==> config.mk <==
export PLATFORM = sky130hd
export DESIGN_NAME = ccm_unit
export DESIGN_NICKNAME = d
export VERILOG_FILES = /design/src/pkg/ccm_pkg.sv /design/src/rtl/ccm_edge_sync.sv /design/src/rtl/ccm_unit.sv
export SDC_FILE = /design/constraint.sdc
export NUM_CORES = 1
export LEC_CHECK = 0
export BUFFER_PORTS_ARGS = -buffer_cell sky130_fd_sc_hd__buf_2
export CAP_MARGIN = 20
export CORE_UTILIZATION = 55
export CTS_CLUSTER_SIZE = 14
export DETAILED_ROUTE_END_ITERATION = 10
export GPL_TIMING_DRIVEN = 0
export PLACE_DENSITY = 0.87
export RECOVER_POWER = 50
export SLEW_MARGIN = 10
export SYNTH_ARGS = -nofsm -noshare
export SYNTH_HDL_FRONTEND = slang
export SYNTH_SLANG_ARGS = --single-unit
==> constraint.sdc <==
create_clock -name mclk -period 7.1 [get_ports mclk]
set_input_delay 1.065 -clock mclk [delete_from_list [all_inputs] [get_ports mclk]]
set_output_delay 1.065 -clock mclk [all_outputs]
set_load 0.03 [all_outputs]
==> src/pkg/ccm_pkg.sv <==
// package for the capture/compare unit: register map, fields, resets, enums
`default_nettype none
package ccm_pkg;
  // register word addresses (byte address = 4 * index)
  localparam logic [3:0] CCM_IDX_CTRL = 4'h0;
  localparam logic [3:0] CCM_IDX_TB_LO = 4'h1;
  localparam logic [3:0] CCM_IDX_TB_HI = 4'h2;
  localparam logic [3:0] CCM_IDX_TB_CTRL = 4'h3;
  localparam logic [3:0] CCM_IDX_RES_LO = 4'h4;
  localparam logic [3:0] CCM_IDX_RES_HI = 4'h5;
  localparam logic [3:0] CCM_IDX_FLAGS = 4'h6;
  localparam logic [3:0] CCM_IDX_ENABLES = 4'h7;
  localparam logic [3:0] CCM_IDX_STATUS = 4'h8;
  // field positions
  localparam int CCM_TBC_ON = 0;
  localparam int CCM_TBC_SRC = 1;
  localparam int CCM_TBC_SEL = 3;
  localparam int CCM_TBC_OSC = 6;
  localparam int CCM_FLG_UNIT = 0;
  localparam int CCM_FLG_TBOV = 1;
  // reset values
  localparam logic [7:0] CCM_CTRL_RST = 8'h00;
  localparam logic [7:0] CCM_TBC_RST = 8'h00;
  localparam logic [15:0] CCM_CNT_RST = 16'h0000;
  localparam logic [3:0] CCM_PRE_RST = 4'h0;
  // mode codes of unit_mode_code
  localparam logic [3:0] CCM_M_OFF = 4'h0;
  localparam logic [3:0] CCM_M_TOGGLE = 4'h2;
  localparam logic [3:0] CCM_M_CAP_FALL = 4'h4;
  localparam logic [3:0] CCM_M_CAP_RISE = 4'h5;
  localparam logic [3:0] CCM_M_CAP_4 = 4'h6;
  localparam logic [3:0] CCM_M_CAP_16 = 4'h7;
  localparam logic [3:0] CCM_M_SET_HI = 4'h8;
  localparam logic [3:0] CCM_M_SET_LO = 4'h9;
  localparam logic [3:0] CCM_M_SWINT = 4'hA;
  localparam logic [3:0] CCM_M_SPECIAL = 4'hB;
  localparam logic [3:0] CCM_PRE_4_LAST = 4'h3;
  localparam logic [3:0] CCM_PRE_16_LAST = 4'hF;
  typedef enum {CCM_UNIT_OFF, CCM_UNIT_CAPTURE, CCM_UNIT_COMPARE, CCM_UNIT_WAVE} ccm_unit_t;
  typedef struct packed {
    logic [1:0] output_config_field;
    logic [1:0] duty_low_bits;
    logic [3:0] unit_mode_code;
  } ccm_ctrl_t;
  // output pins of the unit: A as out and active-low enable, B to D as active-low enable only, plus A/C and B/D inversion
  typedef struct packed {
    logic a_out;
    logic a_oe_n;
    logic b_oe_n;
    logic c_oe_n;
    logic d_oe_n;
    logic inv_ac;
    logic inv_bd;
  } ccm_pins_t;
endpackage : ccm_pkg
`default_nettype wire

==> src/rtl/ccm_edge_sync.sv <==
// two-stage synchroniser with rising and falling edge pulses
`default_nettype none
module ccm_edge_sync (
  input wire logic mclk,
  input wire logic rst,
  input wire logic din,
  output logic level,
  output logic rise,
  output logic fall
);
  logic meta_q;
  logic sync_q;
  logic prev_q;
  always_ff @(posedge mclk) begin
    if (rst) begin
      meta_q <= 1'b0;
      sync_q <= 1'b0;
      prev_q <= 1'b0;
    end else begin
      meta_q <= din;
      sync_q <= meta_q;
      prev_q <= sync_q;
    end
  end
  assign level = sync_q;
  assign rise = sync_q & ~prev_q;
  assign fall = ~sync_q & prev_q;
endmodule // ccm_edge_sync
`default_nettype wire

==> src/rtl/ccm_unit.sv <==
// capture/compare unit with mode decode and its second 16-bit timer
// What this block does
// - second timer counts 0000h..FFFFh, wraps to zero, sets overflow flag on wrap
// - overflow request leaves only when enabled; flag latches regardless
// - oscillator enable plus external source: timer advances on oscillator rising edge
// - special-event match resets the time base, starts conversion if enabled, sets flag
// - software timer write in same cycle as special-event reset wins
// - mode zero turns unit off and resets state; 0001 and 0011 reserved
// - 0100..0111 capture on falling, rising, every 4th, every 16th rising edge
// - mode 0010 toggles the compare output on match
// - 1000 starts low then sets on match; 1001 starts high then clears; both flag
// - mode 1010 only sets the flag; pin returns to port function
// - 1100..1111 waveform mode; bit1 inverts A/C, bit0 inverts B/D
// - output configuration ignored outside waveform mode; only A serves the unit
// - waveform configuration: 10 enables A and B only (half bridge); 00, 01 and 11 all enable A to D
// - duty low bits join result low byte into a 10-bit duty value
// - each qualified capture copies the selected 16-bit count to the result
// - every capture sets the flag, cleared only by software; newer overwrites
// - capture/compare use first or second timer by select bit; 8-bit timer input is unused
// - prescaler counter clears when off, leaving capture, or on reset
// - switching between capture prescale codes keeps the prescaler counter
// - port latch write while pin is output counts as an external edge
// - select bit set picks second timer as time base, clear picks first
// - compare modes compare result pair to selected timer continuously
`default_nettype none
module ccm_unit
  import ccm_pkg::*;
(
  input wire logic mclk,
  input wire logic rst,
  input wire logic [5:0] avs_address,
  input wire logic avs_read,
  input wire logic avs_write,
  input wire logic [31:0] avs_writedata,
  input wire logic [3:0] avs_byteenable,
  output logic [31:0] avs_readdata,
  output logic avs_waitrequest,
  input wire logic event_pin,
  input wire logic low_power_osc,
  input wire logic [15:0] timer_a_count,
  input wire logic [7:0] timer_w_count,
  input wire logic port_latch_write,
  input wire logic port_latch_value,
  input wire logic pin_is_output,
  input wire logic converter_enabled,
  output logic timer_a_reset,
  output logic conversion_start,
  output logic unit_irq,
  output logic timer_b_irq,
  output logic [9:0] duty_value,
  output ccm_pins_t pins
);
  ccm_ctrl_t ctrl_q;
  logic [7:0] tbc_q;
  logic [15:0] tb_q;
  logic [15:0] res_q;
  logic [1:0] flags_q;
  logic [1:0] ena_q;
  logic [3:0] pre_q;
  logic out_q;
  logic match_q;
  logic acc_q;
  logic [31:0] rdata_q;
  logic tst_q;
  logic tconv_q;
  ccm_unit_t unit;
  logic pin_rise, pin_fall, pin_lvl;
  logic osc_rise;
  logic wr, rd;
  logic [3:0] idx;
  logic tb_wr_lo, tb_wr_hi;
  logic tb_tick, tb_wrap;
  logic [15:0] base;
  logic eq, match_edge;
  logic edge_sel, cap_now, cmp_flag, special;
  logic lat_rise, lat_fall;

  function automatic ccm_unit_t decode(input logic [3:0] m);
    if (m[3:2] == 2'b11) decode = CCM_UNIT_WAVE;
    else if (m[3:2] == 2'b01) decode = CCM_UNIT_CAPTURE;
    else if (m[3] || m == CCM_M_TOGGLE) decode = CCM_UNIT_COMPARE;
    else decode = CCM_UNIT_OFF; // off and reserved codes
  endfunction

  assign unit = decode(ctrl_q.unit_mode_code);

  ccm_edge_sync u_pin (
    .mclk(mclk), .rst(rst), .din(event_pin),
    .level(pin_lvl), .rise(pin_rise), .fall(pin_fall)
  );
  ccm_edge_sync u_osc (
    .mclk(mclk), .rst(rst), .din(low_power_osc),
    .level(), .rise(osc_rise), .fall()
  );

  // bus: one wait cycle, answer on the second edge
  assign avs_waitrequest = (avs_read | avs_write) & ~acc_q;
  assign wr = avs_write & acc_q;
  assign rd = avs_read & acc_q;
  assign idx = avs_address[5:2];
  assign avs_readdata = rdata_q;
  always_ff @(posedge mclk) begin
    if (rst) acc_q <= 1'b0;
    else acc_q <= (avs_read | avs_write) & ~acc_q;
  end

  always_ff @(posedge mclk) begin
    if (rst) rdata_q <= 32'h0000_0000;
    else if ((avs_read | avs_write) & ~acc_q) begin
      case (idx)
        CCM_IDX_CTRL: rdata_q <= {24'h000000, ctrl_q};
        CCM_IDX_TB_LO: rdata_q <= {24'h000000, tb_q[7:0]};
        CCM_IDX_TB_HI: rdata_q <= {24'h000000, tb_q[15:8]};
        CCM_IDX_TB_CTRL: rdata_q <= {24'h000000, tbc_q};
        CCM_IDX_RES_LO: rdata_q <= {24'h000000, res_q[7:0]};
        CCM_IDX_RES_HI: rdata_q <= {24'h000000, res_q[15:8]};
        CCM_IDX_FLAGS: rdata_q <= {30'h0000_0000, flags_q};
        CCM_IDX_ENABLES: rdata_q <= {30'h0000_0000, ena_q};
        CCM_IDX_STATUS: rdata_q <= {30'h0000_0000, pin_lvl, out_q};
        default: rdata_q <= 32'h0000_0000;
      endcase
    end
  end

  always_ff @(posedge mclk) begin
    if (rst) ctrl_q <= CCM_CTRL_RST;
    else if (wr && idx == CCM_IDX_CTRL && avs_byteenable[0]) ctrl_q <= avs_writedata[7:0];
  end

  always_ff @(posedge mclk) begin
    if (rst) tbc_q <= CCM_TBC_RST;
    else if (wr && idx == CCM_IDX_TB_CTRL && avs_byteenable[0])
      tbc_q <= avs_writedata[7:0] & 8'h4F;
  end

  always_ff @(posedge mclk) begin
    if (rst) ena_q <= 2'b00;
    else if (wr && idx == CCM_IDX_ENABLES && avs_byteenable[0]) ena_q <= avs_writedata[1:0];
  end

  // time base selection
  assign base = tbc_q[CCM_TBC_SEL] ? tb_q : timer_a_count;
  assign eq = (res_q == base);
  assign match_edge = eq & ~match_q;
  always_ff @(posedge mclk) begin
    if (rst) match_q <= 1'b0;
    else match_q <= eq && unit == CCM_UNIT_COMPARE;
  end
  assign special = match_edge && unit == CCM_UNIT_COMPARE
                   && ctrl_q.unit_mode_code == CCM_M_SPECIAL;

  // second timer
  assign tb_wr_lo = wr && idx == CCM_IDX_TB_LO && avs_byteenable[0];
  assign tb_wr_hi = wr && idx == CCM_IDX_TB_HI && avs_byteenable[0];
  assign tb_tick = tbc_q[CCM_TBC_ON]
                   && (tbc_q[CCM_TBC_SRC] ? (tbc_q[CCM_TBC_OSC] && osc_rise) : 1'b1);
  assign tb_wrap = tb_tick && tb_q == 16'hFFFF;
  always_ff @(posedge mclk) begin
    if (rst) tb_q <= CCM_CNT_RST;
    else if (tb_wr_lo) tb_q[7:0] <= avs_writedata[7:0];
    else if (tb_wr_hi) tb_q[15:8] <= avs_writedata[7:0];
    else if (special && tbc_q[CCM_TBC_SEL]) tb_q <= CCM_CNT_RST;
    else if (tb_tick) tb_q <= tb_q + 16'h0001;
  end
  always_ff @(posedge mclk) begin
    if (rst) begin
      tst_q <= 1'b0;
      tconv_q <= 1'b0;
    end else begin
      tst_q <= special && !tbc_q[CCM_TBC_SEL];
      tconv_q <= special && converter_enabled;
    end
  end
  assign timer_a_reset = tst_q;
  assign conversion_start = tconv_q;

  // capture qualification and prescaler
  assign lat_rise = pin_is_output && port_latch_write && port_latch_value && !pin_lvl;
  assign lat_fall = pin_is_output && port_latch_write && !port_latch_value && pin_lvl;
  assign edge_sel = (ctrl_q.unit_mode_code == CCM_M_CAP_FALL) ? (pin_fall | lat_fall)
                                                              : (pin_rise | lat_rise);
  always_ff @(posedge mclk) begin
    if (rst || unit != CCM_UNIT_CAPTURE) pre_q <= CCM_PRE_RST;
    else if (edge_sel) pre_q <= pre_q + 4'h1; // prescale switch keeps count
  end
  always_comb begin
    cap_now = 1'b0;
    if (unit == CCM_UNIT_CAPTURE && edge_sel) begin
      case (ctrl_q.unit_mode_code)
        CCM_M_CAP_4: cap_now = (pre_q[1:0] == CCM_PRE_4_LAST[1:0]);
        CCM_M_CAP_16: cap_now = (pre_q == CCM_PRE_16_LAST);
        default: cap_now = 1'b1;
      endcase
    end
  end
  always_ff @(posedge mclk) begin
    if (rst) res_q <= CCM_CNT_RST;
    else if (cap_now) res_q <= base; // overwrites unread result
    else if (wr && idx == CCM_IDX_RES_LO && avs_byteenable[0]) res_q[7:0] <= avs_writedata[7:0];
    else if (wr && idx == CCM_IDX_RES_HI && avs_byteenable[0]) res_q[15:8] <= avs_writedata[7:0];
  end

  // compare output latch
  always_ff @(posedge mclk) begin
    if (rst) out_q <= 1'b0;
    else if (wr && idx == CCM_IDX_CTRL && avs_byteenable[0]) begin
      if (avs_writedata[3:0] == CCM_M_SET_LO) out_q <= 1'b1;
      else if (avs_writedata[3:0] == CCM_M_SET_HI || avs_writedata[3:0] == CCM_M_OFF)
        out_q <= 1'b0;
    end else if (match_edge && unit == CCM_UNIT_COMPARE) begin
      case (ctrl_q.unit_mode_code)
        CCM_M_TOGGLE: out_q <= ~out_q;
        CCM_M_SET_HI: out_q <= 1'b1;
        CCM_M_SET_LO: out_q <= 1'b0;
        default: out_q <= out_q;
      endcase
    end
  end

  // flags: set wins over a software clear (write one to clear)
  assign cmp_flag = match_edge && unit == CCM_UNIT_COMPARE
                    && ctrl_q.unit_mode_code != CCM_M_TOGGLE;
  always_ff @(posedge mclk) begin
    if (rst) flags_q <= 2'b00;
    else begin
      if (cap_now || cmp_flag) flags_q[CCM_FLG_UNIT] <= 1'b1;
      else if (wr && idx == CCM_IDX_FLAGS && avs_writedata[CCM_FLG_UNIT])
        flags_q[CCM_FLG_UNIT] <= 1'b0;
      if (tb_wrap) flags_q[CCM_FLG_TBOV] <= 1'b1;
      else if (wr && idx == CCM_IDX_FLAGS && avs_writedata[CCM_FLG_TBOV])
        flags_q[CCM_FLG_TBOV] <= 1'b0;
    end
  end
  assign unit_irq = flags_q[CCM_FLG_UNIT] & ena_q[CCM_FLG_UNIT];
  assign timer_b_irq = flags_q[CCM_FLG_TBOV] & ena_q[CCM_FLG_TBOV];

  // pin routing and waveform decode
  assign duty_value = {res_q[7:0], ctrl_q.duty_low_bits};
  always_comb begin
    pins = '{a_out: out_q, a_oe_n: 1'b1, b_oe_n: 1'b1, c_oe_n: 1'b1, d_oe_n: 1'b1,
             inv_ac: 1'b0, inv_bd: 1'b0};
    case (unit)
      CCM_UNIT_COMPARE: pins.a_oe_n = (ctrl_q.unit_mode_code == CCM_M_SWINT);
      CCM_UNIT_WAVE: begin
        pins.inv_ac = ctrl_q.unit_mode_code[1];
        pins.inv_bd = ctrl_q.unit_mode_code[0];
        pins.a_oe_n = 1'b0;
        pins.b_oe_n = 1'b0;
        pins.c_oe_n = (ctrl_q.output_config_field == 2'b10);
        pins.d_oe_n = (ctrl_q.output_config_field == 2'b10);
      end
      default: pins.a_oe_n = 1'b1;
    endcase
  end

  // assertions
  // a software write to the count wins over the wrap, so it is left out here
  ovf_flag_a: assert property (@(posedge mclk) disable iff (rst)
    tb_wrap && !tb_wr_lo && !tb_wr_hi |=> flags_q[CCM_FLG_TBOV] && tb_q == 16'h0000)
    else $error("overflow flag missing");
  irq_gate_a: assert property (@(posedge mclk) disable iff (rst)
    flags_q[CCM_FLG_TBOV] && !(wr && idx == CCM_IDX_FLAGS)
    |=> flags_q[CCM_FLG_TBOV] && timer_b_irq == ena_q[CCM_FLG_TBOV])
    else $error("irq gate");
  special_rst_a: assert property (@(posedge mclk) disable iff (rst)
    special && tbc_q[CCM_TBC_SEL] && !tb_wr_lo && !tb_wr_hi |=> tb_q == 16'h0000)
    else $error("special reset missed");
  write_wins_a: assert property (@(posedge mclk) disable iff (rst)
    special && tb_wr_lo |=> tb_q[7:0] == $past(avs_writedata[7:0]))
    else $error("write lost");
  pre_clear_a: assert property (@(posedge mclk) disable iff (rst)
    unit != CCM_UNIT_CAPTURE |=> pre_q == 4'h0)
    else $error("prescaler not cleared");
  cap_copy_a: assert property (@(posedge mclk) disable iff (rst)
    cap_now |=> res_q == $past(base) && flags_q[CCM_FLG_UNIT])
    else $error("capture lost");
  toggle_a: assert property (@(posedge mclk) disable iff (rst)
    match_edge && ctrl_q.unit_mode_code == CCM_M_TOGGLE && !wr |=> out_q != $past(out_q))
    else $error("toggle missed");
  cap16_a: assert property (@(posedge mclk) disable iff (rst)
    cap_now && ctrl_q.unit_mode_code == CCM_M_CAP_16 |-> pre_q == 4'hF)
    else $error("prescale 16 wrong");
endmodule // ccm_unit
`default_nettype wire

==> impl_metrics.toml <==
[yosys]
syn_area_um2 = 4638
syn_inst = 578
synth-edff-count = 0
ys_ff_latch = 72
ys_seq_area_share_pct = 31.08
synth_top_flop_cell = "dfxtp_1"
synth_async_sr_flop_share_pct = 0
yosysWarnings = 0
yosys.cell_types.count = 66
syn_avg_cell_area_um2 = 8.025

[timing]
skew_ps = 8.585
rsz0062_at_grt = "false"
slew_headroom_pct = 27.63
finalMaxSlewViolations = 0
fin_setup_tns_ps = 0
hold_slack_ps = 442.5
hold_viol_final = 0
period_share_pct = 51.19
fmax_mhz = 275.1
tightest_slew_ps = 1077
layout_min_cycle_time_ps = 3635
finalSetupViolations = 0

[placed_design]
globalplace.congestion = 0.9971
dp.cells = 766
dp_hpwl_um = 11300
numPortBuffers = 60

[pwr]
cellLeakagePower_nw = 1.885
p_total_uw = 888.8
peakVddDrop_v = 0.00008837
p_per_area_nw_per_um2 = 166.9

[clock_tree]
cts_resized = 0
cts_root_buf = "clkbuf_8"
clock_sinks = 72
htreeDepth = 3
hold_buffers = 0
cts_buffer_depth = 2
cts-buffers-inserted = 9
worstSkewPairLatency_ps = 360
clkTransAtPathRegs_ps = 80
cts_setup_buffers = 0
cts_tree = "done"

[critical_path]
cp-end-kind = "flop"
cp_max_fo = 10
cp.buffers_inverters = 2
critPathMaxStageDelay_ps = 660
r2r_cells = 9
critPathTopFamily = "simple AND/OR/NAND/NOR gates"
cp.arrival_ps = 3890
rrSetupSlack_ps = 3470
rr_startpoint = "tbc_q[3]"
crit_chain = "clkbuf_1, buf_12, mux2i_1, xnor2_1, nor4_1, nand4_1, nor3_1, nand3_1, mux2_1"
required_ps = 7350
start_kind = "flop"
crit_path_top_delay_cell = "clkbuf_1"
r2r_end = "out_q"
worstSetupPathType = "flop to flop"

[drt]
vias = 4867
drcViolationCount = 0
wl_um = 15470
drt_first_iter_violations = 449
ant_nets = 0
viasPerCell = 6.224
wl_per_cell_um = 19.78
first_pass_iters = 5

[cells_and_area]
antenna_cells = 0
layout_common_cells = "dfxtp_1 (72), nand2_1 (64), nor2_1 (62)"
syn2layout_area_growth_pct = 14.78
fillerInstances = 727
fin_cells = 782
final_common_cell = "dfxtp_1"
drive_above_1_share_pct = 16.25
nets = 750

[global_route]
grt_max_degree = 14
grt_pass1_vias = 4530
met1_usage_pct = 44.05
track_usage_pct = 36.12
grt_antenna_before_repair = 0
grt_first_pass_wirelength_um = 23700
use_met2_pct = 57.30
gr-usage-met3_pct = 6.392
overflow = 0
top_usage_layer = "met2"

[die]
die_h_um = 93.83
core.rowCount = 33
start_util_pct = 56.73
dieWidth_um = 93.83
io_pins = 130
fp.coreArea_um2 = 8175
die_area_um2 = 8804

[worst_hold_path]
hold_path_depth = 1
hold_end = "u_osc.level"
hp-class = "flop to flop"
hp-start = "u_osc.meta_q"

[outcome]
outcome = "complete, no violations"

[job]
drv_cap = 0
-- cells by family after synthesis --
family	after synthesis	share of synthesized area, %
AND/OR/NAND/NOR	226	24.20
buffers and inverters	78	9.873
multiplexers	44	10.76
adder cells (fa/ha/maj)	2	0.5394
flip-flops	72	31.08
other	1	0.08085
AO/OA/AOI/OAI	135	19.69
XOR/XNOR	20	3.777
-- cell usage after synthesis, types with 3 or more instances --
master | instances | area [µm²]
dfxtp_1 | 72 | 1441
nand2_1 | 64 | 240.2
nor2_1 | 62 | 232.7
buf_4 | 36 | 270.3
a21oi_1 | 34 | 170.2
mux2i_1 | 28 | 280.3
clkbuf_1 | 27 | 101.4
a211oi_1 | 25 | 187.7
xnor2_1 | 18 | 157.7
nor2b_1 | 16 | 100.1
nor3_1 | 16 | 80.08
a31oi_1 | 15 | 93.84
nand3_1 | 13 | 65.06
o21ai_0 | 11 | 55.05
a22oi_1 | 10 | 75.07
mux2_2 | 10 | 112.6
nor4_1 | 9 | 56.30
and3_1 | 8 | 50.05
nand4_1 | 8 | 50.05
inv_1 | 7 | 26.28
o21ai_1 | 7 | 35.03
or3_1 | 7 | 43.79
a22o_1 | 6 | 52.55
buf_2 | 5 | 25.02
nand2b_1 | 5 | 31.28
o22ai_1 | 4 | 25.02
and2_1 | 3 | 18.77
mux4_2 | 3 | 67.56
nor4_2 | 3 | 37.54
-- state kept, by name, summed over array words and instances, names as in the netlist, 2 cells and up --
name          count
res_q            16
avs_readdata      8
ena_q             2
tb_q             16
flags_q           2
duty_value        2
ctrl_q            6
pre_q             4
tbc_q             5
-- stage by stage --
stage	area, µm²	util (%)	setup slack (ps)
detailed placement	5156	63.07	3547
global placement	5156	63.07	3603
finish	5324	65.12	3465
global route	5324	65.12	3267
floorplan	4725	-	4273
CTS	5385	65.87	3905
-- cell type report --
class,count,area [µm²],share of cell area (%)
Buffer,71,422.9,7.944
Clock buffer,10,137.6,2.585
Clock inverter,6,91.34,1.716
Inverter,7,26.28,0.4935
Multi-Input combinational cell,451,2808,52.74
Sequential cell,72,1441,27.07
Tap cell,105,131.4,2.468
Timing Repair Buffer,60,265.3,4.982
-- worst max-delay path by stage --
stage                         from              end  slack (ps)  cells past startpoint
floorplan           avs_address[3]            out_q        4270                      6
CTS                      avs_write  avs_waitrequest        3900                      4
detailed placement  avs_address[2]        res_q[15]        3550                      8
global route              tbc_q[3]            out_q        3270                      9
global placement    avs_address[5]         tb_q[10]        3600                      8
finish                    tbc_q[3]            out_q        3470                      9
-- routing by layer --
| metal | vias up | part of all wire [%] |
|---|---|---|
| met5 | - | 0 |
| met4 | 0 | 5.6 |
| met3 | 76 | 10 |
| met2 | 314 | 46 |
| met1 | 2259 | 38 |
| li1 | 2218 | - |
-- where the power goes --
group	total [mW]	switching [mW]	internal (mW)
logic	0.101	0.0684	0.0323
clock network	0.380	0.170	0.209
registers	0.408	0.00226	0.406
total	0.889	0.241	0.648
Note: power is estimated with default switching activity, not from simulation.
